===== src/hw/lpt_pkg.sv =====
/*
 lpt_pkg: constants and carrier types for the lower-order path trail
 termination (vc-12 / vc-11 containers).
 assumes: 50 mhz system clock, apb register access, 32-bit data.
*/
`default_nettype none
package lpt_pkg;
   // ==========================================================
   // container geometry
   localparam logic [7:0] VC12_POH_OCTETS = 8'h04;
   localparam logic [7:0] VC12_PAY_OCTETS = 8'h88;   // 136
   localparam logic [7:0] VC11_PAY_OCTETS = 8'h64;   // 100
   // poh bytes sit one per quarter of the multiframe
   localparam logic [7:0] VC12_QUARTER = 8'((VC12_PAY_OCTETS + VC12_POH_OCTETS) / 4);
   localparam logic [7:0] VC11_QUARTER = 8'((VC11_PAY_OCTETS + VC12_POH_OCTETS) / 4);
   // v5 field positions, transmission bit 1 is the msb
   localparam int V5_BIP_HI = 7;
   localparam int V5_BIP_LO = 6;
   localparam int V5_REI    = 5;
   localparam int V5_RFI    = 4;
   localparam int V5_SL_HI  = 3;
   localparam int V5_SL_LO  = 1;
   localparam int V5_RDI    = 0;
   localparam logic [2:0] SL_UNEQUIPPED = 3'h0;
   // ==========================================================
   // timing
   localparam longint CLK_PERIOD_NS = 64'd20;
   localparam longint PM_PERIOD_NS  = 64'd1000000000;
   localparam longint PM_PERIOD_CYC = PM_PERIOD_NS / CLK_PERIOD_NS;
   // ==========================================================
   // register map (byte offsets) and reset values
   localparam logic [11:0] REG_CTRL      = 12'h000;
   localparam logic [11:0] REG_TX_TRACE  = 12'h004;
   localparam logic [11:0] REG_EXP_TRACE = 12'h008;
   localparam logic [11:0] REG_STATUS    = 12'h00c;
   localparam logic [11:0] REG_PM_NEAR   = 12'h010;
   localparam logic [11:0] REG_PM_FAR    = 12'h014;
   localparam int CTRL_VC11 = 0;
   localparam int CTRL_UNI  = 1;
   localparam int CTRL_MONITOR = 2;
   localparam logic [2:0] CTRL_RST  = 3'h0;
   localparam logic [7:0] TRACE_RST = 8'h00;
   localparam logic [15:0] CNT_MAX  = 16'hffff;
   // ==========================================================
   // container byte carrier
   typedef struct packed {
      logic       valid;
      logic       mfstart;   // marks the v5 byte
      logic [7:0] data;
   } lpt_byte_t;
endpackage
`default_nettype wire


===== src/hw/lpt_path_term.sv =====
/*
 lpt_path_term: lower-order path trail termination, transmit overhead
 insertion, receive overhead checks and one-second performance counts.
 assumes: neighbouring logic on sys_clk delivers container bytes with a
 valid strobe and a multiframe-start marker on the v5 byte; no stall.
*/
// Design decisions made here: the register offsets and the APB interface to the registers.
`timescale 1ns/100ps
`default_nettype none
module lpt_path_term
   import lpt_pkg::*;
#(
   parameter int unsigned SEC_CYC = 32'(PM_PERIOD_CYC)
) (
   input  wire logic        sys_clk,
   input  wire logic        nrst,
   // apb slave
   input  wire logic        psel,
   input  wire logic        penable,
   input  wire logic        pwrite,
   input  wire logic [11:0] paddr,
   input  wire logic [31:0] pwdata,
   output var  logic [31:0] prdata,
   output var  logic        pready,
   output var  logic        pslverr,
   // transmit stream
   input  wire lpt_byte_t   tx_in,
   output var  lpt_byte_t   tx_out_r,
   // receive stream
   input  wire lpt_byte_t   rx_in,
   // equipment manager reports
   output var  logic        trace_mismatch_defect_r,
   output var  logic        unequipped_defect_r,
   output var  logic        pm_report_r,
   output var  logic [15:0] near_errored_block_count_r,
   output var  logic        near_defect_second_r,
   output var  logic [15:0] far_errored_block_count_r,
   output var  logic        far_defect_second_r
);
   // ==========================================================
   // helpers
   function automatic logic [1:0] bip_of(input logic [7:0] d);
      return {d[7] ^ d[5] ^ d[3] ^ d[1], d[6] ^ d[4] ^ d[2] ^ d[0]};
   endfunction

   function automatic logic [15:0] sat_add(input logic [15:0] c, input logic e);
      return (c == CNT_MAX) ? c : c + {15'h0, e};
   endfunction

   // ==========================================================
   // configuration registers
   logic        cfg_vc11_r;
   logic        cfg_uni_r;
   logic        monitored_state_r;
   logic [7:0]  tx_trace_r;
   logic [7:0]  expected_trace_identifier_r;
   logic [7:0]  quarter_c;
   logic        apb_wr_c;
   logic [31:0] rd_c;
   logic        rd_err_c;
   logic        mismatch_r;
   logic        unequip_r;
   logic        rdi_r;

   // poh spacing follows the container size
   assign quarter_c = cfg_vc11_r ? VC11_QUARTER : VC12_QUARTER;

   // ==========================================================
   // apb slave: no wait state, answer in the first access cycle
   assign apb_wr_c = psel & penable & pready & pwrite;

   // read mux and unmapped decode
   always_comb begin
      rd_c     = 32'h0;
      rd_err_c = 1'b0;
      unique case (paddr)
         REG_CTRL:      rd_c = {29'h0, monitored_state_r, cfg_uni_r, cfg_vc11_r};
         REG_TX_TRACE:  rd_c = {24'h0, tx_trace_r};
         REG_EXP_TRACE: rd_c = {24'h0, expected_trace_identifier_r};
         REG_STATUS:    rd_c = {28'h0, rdi_r, unequip_r, mismatch_r, cfg_uni_r};
         REG_PM_NEAR:   rd_c = {15'h0, near_defect_second_r, near_errored_block_count_r};
         REG_PM_FAR:    rd_c = {15'h0, far_defect_second_r, far_errored_block_count_r};
         default:       rd_err_c = 1'b1;
      endcase
   end

   // handshake; pready rises only after a setup cycle
   always_ff @(posedge sys_clk or negedge nrst) begin
      if (!nrst) begin
         pready  <= 1'b0;
         pslverr <= 1'b0;
         prdata  <= 32'h0;
      end else begin
         pready  <= psel & ~penable & ~pready;
         pslverr <= psel & ~penable & ~pready & rd_err_c;
         prdata  <= (psel & ~penable & ~pwrite & ~rd_err_c) ? rd_c : 32'h0;
      end
   end

   // configuration writes take effect at the completing edge
   always_ff @(posedge sys_clk or negedge nrst) begin
      if (!nrst) begin
         cfg_vc11_r                  <= CTRL_RST[CTRL_VC11];
         cfg_uni_r                   <= CTRL_RST[CTRL_UNI];
         monitored_state_r           <= CTRL_RST[CTRL_MONITOR];
         tx_trace_r                  <= TRACE_RST;
         expected_trace_identifier_r <= TRACE_RST;
      end else if (apb_wr_c) begin
         if (paddr == REG_CTRL) begin
            cfg_vc11_r        <= pwdata[CTRL_VC11];
            cfg_uni_r         <= pwdata[CTRL_UNI];
            monitored_state_r <= pwdata[CTRL_MONITOR];
         end
         if (paddr == REG_TX_TRACE)
            tx_trace_r <= pwdata[7:0];
         if (paddr == REG_EXP_TRACE)
            expected_trace_identifier_r <= pwdata[7:0];
      end
   end

   // ==========================================================
   // transmit: overhead insertion
   logic [7:0] tx_pos_r;
   logic [1:0] tx_bip_r;
   logic       rei_pend_r;
   logic       tx_j2_c;
   logic [7:0] tx_byte_c;
   logic       near_ev_r;

   // j2 is located by counting from the marked v5 byte
   assign tx_j2_c = tx_in.valid & ~tx_in.mfstart & (tx_pos_r == quarter_c);

   // outgoing byte; k4, n2 and rfi left as zero/passed
   always_comb begin
      tx_byte_c = tx_in.data;
      if (tx_in.mfstart) begin
         tx_byte_c[V5_BIP_HI:V5_BIP_LO] = tx_bip_r;
         tx_byte_c[V5_REI] = cfg_uni_r ? 1'b0 : rei_pend_r;
         tx_byte_c[V5_RFI] = 1'b0;
         tx_byte_c[V5_RDI] = cfg_uni_r ? 1'b0 : (mismatch_r | unequip_r);
      end else if (tx_j2_c) begin
         tx_byte_c = tx_trace_r;
      end
   end

   // byte position within the outgoing multiframe
   always_ff @(posedge sys_clk or negedge nrst) begin
      if (!nrst)
         tx_pos_r <= 8'h0;
      else if (tx_in.valid)
         tx_pos_r <= tx_in.mfstart ? 8'h1 : tx_pos_r + 8'h1;
   end

   // bip-2 over what is actually sent, v5 included
   always_ff @(posedge sys_clk or negedge nrst) begin
      if (!nrst)
         tx_bip_r <= 2'h0;
      else if (tx_in.valid)
         tx_bip_r <= tx_in.mfstart ? bip_of(tx_byte_c) : tx_bip_r ^ bip_of(tx_byte_c);
   end

   // rei waits for the next v5; a new error beats the clear
   always_ff @(posedge sys_clk or negedge nrst) begin
      if (!nrst)
         rei_pend_r <= 1'b0;
      else if (near_ev_r)
         rei_pend_r <= 1'b1;
      else if (tx_in.valid & tx_in.mfstart)
         rei_pend_r <= 1'b0;
   end

   // registered output; label bits pass untouched
   always_ff @(posedge sys_clk or negedge nrst) begin
      if (!nrst)
         tx_out_r <= '0;
      else
         tx_out_r <= '{valid: tx_in.valid, mfstart: tx_in.mfstart, data: tx_byte_c};
   end

   // ==========================================================
   // receive: overhead checks
   logic [7:0] rx_pos_r;
   logic [1:0] rx_bip_r;
   logic       rx_prev_r;
   logic       rx_v5_c;
   logic       rx_j2_c;
   logic       far_ev_r;

   assign rx_v5_c = rx_in.valid & rx_in.mfstart;
   assign rx_j2_c = rx_in.valid & ~rx_in.mfstart & (rx_pos_r == quarter_c);

   // position and running parity; k4, n2, rfi only feed the parity
   always_ff @(posedge sys_clk or negedge nrst) begin
      if (!nrst) begin
         rx_pos_r  <= 8'h0;
         rx_bip_r  <= 2'h0;
         rx_prev_r <= 1'b0;
      end else if (rx_in.valid) begin
         rx_pos_r  <= rx_in.mfstart ? 8'h1 : rx_pos_r + 8'h1;
         rx_bip_r  <= rx_in.mfstart ? bip_of(rx_in.data) : rx_bip_r ^ bip_of(rx_in.data);
         rx_prev_r <= rx_prev_r | rx_in.mfstart;
      end
   end

   // errored block: first multiframe has no reference and is skipped
   always_ff @(posedge sys_clk or negedge nrst) begin
      if (!nrst) begin
         near_ev_r <= 1'b0;
         far_ev_r  <= 1'b0;
      end else begin
         near_ev_r <= rx_v5_c & rx_prev_r &
                      (rx_in.data[V5_BIP_HI:V5_BIP_LO] != rx_bip_r);
         far_ev_r  <= rx_v5_c & ~cfg_uni_r & rx_in.data[V5_REI];
      end
   end

   // defect states update on their own overhead byte
   always_ff @(posedge sys_clk or negedge nrst) begin
      if (!nrst) begin
         mismatch_r <= 1'b0;
         unequip_r  <= 1'b0;
         rdi_r      <= 1'b0;
      end else begin
         if (rx_j2_c)
            mismatch_r <= (rx_in.data != expected_trace_identifier_r);
         if (rx_v5_c) begin
            unequip_r <= (rx_in.data[V5_SL_HI:V5_SL_LO] == SL_UNEQUIPPED);
            rdi_r     <= ~cfg_uni_r & rx_in.data[V5_RDI];
         end
         if (cfg_uni_r)
            rdi_r <= 1'b0;
      end
   end

   // defects reach the manager only in the monitored state
   always_ff @(posedge sys_clk or negedge nrst) begin
      if (!nrst) begin
         trace_mismatch_defect_r <= 1'b0;
         unequipped_defect_r     <= 1'b0;
      end else begin
         trace_mismatch_defect_r <= mismatch_r & monitored_state_r;
         unequipped_defect_r     <= unequip_r & monitored_state_r;
      end
   end

   // ==========================================================
   // one-second performance filter
   logic [31:0] sec_cnt_r;
   logic        tick_c;
   logic [15:0] near_cnt_r;
   logic [15:0] far_cnt_r;
   logic        near_ds_r;
   logic        far_ds_r;

   assign tick_c = (sec_cnt_r == 32'(SEC_CYC - 1));

   // free-running divider; a parameter so simulation can shorten it
   always_ff @(posedge sys_clk or negedge nrst) begin
      if (!nrst)
         sec_cnt_r <= 32'h0;
      else
         sec_cnt_r <= tick_c ? 32'h0 : sec_cnt_r + 32'h1;
   end

   // accumulators; at the boundary the event of that cycle goes into
   // the report and the fresh interval starts at zero, so none is lost
   always_ff @(posedge sys_clk or negedge nrst) begin
      if (!nrst) begin
         near_cnt_r <= 16'h0;
         far_cnt_r  <= 16'h0;
         near_ds_r  <= 1'b0;
         far_ds_r   <= 1'b0;
      end else if (tick_c) begin
         near_cnt_r <= 16'h0;
         far_cnt_r  <= 16'h0;
         near_ds_r  <= 1'b0;
         far_ds_r   <= 1'b0;
      end else begin
         near_cnt_r <= sat_add(near_cnt_r, near_ev_r);
         near_ds_r  <= near_ds_r | mismatch_r | unequip_r;
         far_cnt_r  <= cfg_uni_r ? 16'h0 : sat_add(far_cnt_r, far_ev_r);
         far_ds_r   <= ~cfg_uni_r & (far_ds_r | rdi_r);
      end
   end

   // report latch; results refresh only while monitored
   always_ff @(posedge sys_clk or negedge nrst) begin
      if (!nrst) begin
         pm_report_r                <= 1'b0;
         near_errored_block_count_r <= 16'h0;
         near_defect_second_r       <= 1'b0;
         far_errored_block_count_r  <= 16'h0;
         far_defect_second_r        <= 1'b0;
      end else begin
         pm_report_r <= tick_c & monitored_state_r;
         if (tick_c & monitored_state_r) begin
            near_errored_block_count_r <= sat_add(near_cnt_r, near_ev_r);
            near_defect_second_r       <= near_ds_r | mismatch_r | unequip_r;
            far_errored_block_count_r  <= cfg_uni_r ? 16'h0 : sat_add(far_cnt_r, far_ev_r);
            far_defect_second_r        <= ~cfg_uni_r & (far_ds_r | rdi_r);
         end
      end
   end
endmodule // lpt_path_term
`default_nettype wire


===== config.mk =====
export PLATFORM = sky130hd
export DESIGN_NAME = lpt_path_term
export DESIGN_NICKNAME = d
export VERILOG_FILES = /design/src/hw/lpt_pkg.sv /design/src/hw/lpt_path_term.sv
export SDC_FILE = /design/constraint.sdc
export NUM_CORES = 1
export LEC_CHECK = 0
export BUFFER_PORTS_ARGS = -buffer_cell sky130_fd_sc_hd__buf_2
export CAP_MARGIN = 20
export CORE_MARGIN = 2
export CORE_UTILIZATION = 30
export DETAILED_ROUTE_END_ITERATION = 7
export PLACE_DENSITY = 0.48
export SYNTH_ARGS = -nofsm -noshare
export SYNTH_HDL_FRONTEND = slang
export SYNTH_SLANG_ARGS = --single-unit

===== constraint.sdc =====
create_clock -name sys_clk -period 2.52 [get_ports sys_clk]
set_input_delay 0.126 -clock sys_clk [delete_from_list [all_inputs] [get_ports sys_clk]]
set_output_delay 0.126 -clock sys_clk [all_outputs]
set_load 0.05 [all_outputs]

==> flow_summary.json <==
{
  "clock_path_buffers": 2,
  "synth_area_per_cell_um2": 10.4,
  "die_w_um": 169,
  "n_antenna_cell": 0,
  "critPathSlowestCell": "dfrtp_1",
  "drc": 0,
  "h-tree-depth": 4,
  "insertion_delay_ns": 0.44,
  "cp-end-kind": "flip-flop",
  "grt_antenna_before_repair": 0,
  "routed_via_density": 4.81,
  "num_vias": 6137,
  "synthSimpleGateAreaFrac_pct": 18.7,
  "power.density_nw_per_um2": 672,
  "critPathArrivalTime_ns": 2.69,
  "slew_headroom_pct": 51.8,
  "synth_area_um2": 8180,
  "drtIter0Drc": 374,
  "hold_ws_ns": 0.0131,
  "fill_cells": 2696,
  "fin_ws_ns": 0.149,
  "worstMarginPinSlew_ns": 0.721,
  "start_util_pct": 30.4,
  "period_share_pct": 94.1,
  "grt_pass1_wl_mm": 33.6,
  "first_global_vias": 6063,
  "rsz0062_at_grt": "no",
  "min_path_type": "input port to flip-flop",
  "core_area_um2": 26900,
  "io_buffers": 110,
  "netlist_top_cells_area": "dfrtp_1 (54%), xor2_1 (4.7%), nor2_1 (4.2%)",
  "layout-area-overhead-vs-synth_pct": 21.3,
  "drt_pass1_iterations": 5,
  "fmax_mhz": 422,
  "multi_input_area_um2": 3540,
  "ir_worst_vdd_mv": 0.304,
  "synth-edff-count": 0,
  "place_congestion": 0.782,
  "yosysTopAreaCell": "dfrtp_1",
  "synth_compound_gate_area_share_pct": 8.73,
  "synth_top_family_by_area": "simple AND/OR/NAND/NOR gates",
  "yosysWarnings": 0,
  "cp_max_fo": 7,
  "report.final.hold_viol_count": 0,
  "synth-async-reset-ratio_pct": 100,
  "wirelength_mm": 20.8,
  "cts-root-buf": "clkbuf_16",
  "grt_max_degree": 66,
  "post-place-ws_ns": 0.127,
  "cts_sinks": 178,
  "die_y_um": 169,
  "fin_crit_ns": 2.37,
  "seq_area_um2": 4450,
  "skew_ns": 0.0117,
  "wire_per_inst_um": 16.3,
  "cts_buffers": 17,
  "cp_cell_sequence": "nor4b_4, mux2i_2, nor2_4, mux2_4, o32ai_2, xor2_1, xnor2_1, a21oi_1",
  "slew_violations": 0,
  "synthFlopType": "dfrtp_1",
  "ios": 150,
  "startpoint_type": "flip-flop",
  "synthAdderAreaFrac_pct": 1.07,
  "setup_viol": 0,
  "dieArea_um2": 28600,
  "clk_pin_slew_ns": 0.08,
  "status": "finished, final reports clean",
  "layout-drive-gt1-share_pct": 21.0,
  "critPathKind": "flip-flop to flip-flop",
  "synth_seq_cells": 178,
  "drv_cap": 0,
  "hpwl_mm": 14.9,
  "fin_tns_setup_ns": 0,
  "grt_usage_pct": 15.0,
  "final_net_count": 999,
  "cts_tree": "done",
  "yosysSeqAreaShare_pct": 54.4,
  "synth_mux_area_share_pct": 4.76,
  "synth_xor_area_share_pct": 9.08,
  "drtAntennaViolNets": 0,
  "critPathMaxStageDelay_ns": 0.47,
  "syn_inst": 789,
  "ys_types": 56,
  "required_ns": 2.84,
  "p_leak_nw": 4.61,
  "grt-ovfl-total": 0,
  "most-common-layout-cells": "dfrtp_1 (178), buf_2 (109), nor2_1 (92), nand2_1 (88), o21ai_0 (48)",
  "rows": 60,
  "synth_top_area_share_pct": 54.4,
  "final_common_cell": "dfrtp_1"
}
-- kinds of logic (layout without fill, tap and decap cells) --
logic type / Yosys count / count (layout)
simple gates: 317 / 317
flops: 178 / 178
compound gates: 114 / 114
xor+xnor: 84 / 84
buf+inv: 53 / 186
mux: 35 / 35
fa+ha+maj: 7 / 7
other cells: 1 / 15
-- cells in the mapped netlist (2+ instances only) --
cell type / instances
dfrtp_1: 178
nor2_1: 92
nand2_1: 88
o21ai_0: 48
xor2_1: 44
nand3_1: 41
xnor2_1: 39
a21oi_1: 25
mux2_2: 24
clkbuf_1: 23
nand4_1: 16
buf_4: 15
and3_1: 14
inv_1: 12
nor3_1: 11
a22oi_1: 9
mux2i_1: 9
and2_1: 8
and4_1: 8
nor4_1: 8
ha_1: 7
nor3b_1: 6
o22ai_1: 6
nor2b_1: 5
or2_2: 5
a221oi_1: 4
a222oi_1: 4
o21bai_1: 4
buf_2: 3
nand2b_1: 3
nor4b_1: 3
a22o_1: 2
nand3b_1: 2
-- critical path, delay by kind of cell (launching register included) --
family           cells  cell delay [ns]
AND/OR/NAND/NOR      2             0.52
multiplexers         2             0.49
flip-flops           1             0.47
AO/OA/AOI/OAI        2             0.41
XOR/XNOR             2             0.35
-- final timing paths --
| kind | startpoint | end | depth (start not counted) | slack, ns |
|---|---|---|---|---|
| worst max-delay path | tx_pos_r[3]$_DFFE_PN0P_ | tx_bip_r[0]$_DFFE_PN0P_ | 8 | 0.15 |
| min in group asynchronous | nrst | near_errored_block_count_r[10]$_DFFE_PN0P_ | 2 | 0.26 |
| worst max register to register | tx_pos_r[3]$_DFFE_PN0P_ | tx_bip_r[0]$_DFFE_PN0P_ | 8 | 0.15 |
| worst min register to register | rx_prev_r$_DFFE_PN0P_ | rx_prev_r$_DFFE_PN0P_ | 1 | 0.47 |
| max in group asynchronous | nrst | prdata[14]$_DFF_PN0_ | 3 | 1.43 |
| worst min-delay path | rx_in[0] | rdi_r$_DFFE_PN0P_ | 3 | 0.01 |
-- registers in the layout, indices dropped and copies added, names as in the netlist, 10 cells and up --
register / count
tx_out_r: 10
far_errored_block_count_r: 16
prdata: 17
far_cnt_r: 16
near_cnt_r: 16
near_errored_block_count_r: 16
sec_cnt_r: 32
-- metrics by stage --
stage          utilization (%)  cell area [um2]  cells  power [mW]
2_1_floorplan                -             8230    803        3.74
3_3_place_gp              34.1             9160   1229        3.97
3_5_place_dp              34.1             9160   1229        3.97
4_1_cts                   36.9             9920   1277        6.76
5_1_grt                   36.9             9930   1277        7.01
6_report                  36.9             9930   1277        6.67
-- routing by layer --
layer | wire length, um | part of all wire, % | GRT usage [%] | vias to the layer above
li1 | - | - | - | 2968
met4 | 334 | 1.6 | 4.42 | 0
met1 | 10100 | 49 | 21.6 | 3032
met5 | 0 | 0 | 0 | -
met3 | 742 | 3.6 | 2.75 | 21
met2 | 9620 | 46 | 23.2 | 116
-- power breakdown --
group / switching (mW) / internal (mW) / total [mW]
clock network: 1.24 / 1.50 / 2.74
logic: 0.440 / 0.289 / 0.728
registers: 0.182 / 3.02 / 3.20
total: 1.86 / 4.81 / 6.67
-- repair_timing --
item	in CTS	in global routing
hold endpoints to repair	87	0
hold buffers	16	0
setup buffers	0	0
resized for setup	0	1
setup endpoints to repair	0	2
-- layout make-up --
class                           instances  share of cell area (%)
Sequential cell                       178                    44.9
Multi-Input combinational cell        572                    35.7
Timing Repair Buffer                  142                    8.68
Clock buffer                           18                    4.32
Tap cell                              341                    4.30
Clock inverter                         14                    1.73
Inverter                               12                   0.454
Power figures use the tool's default switching activity.
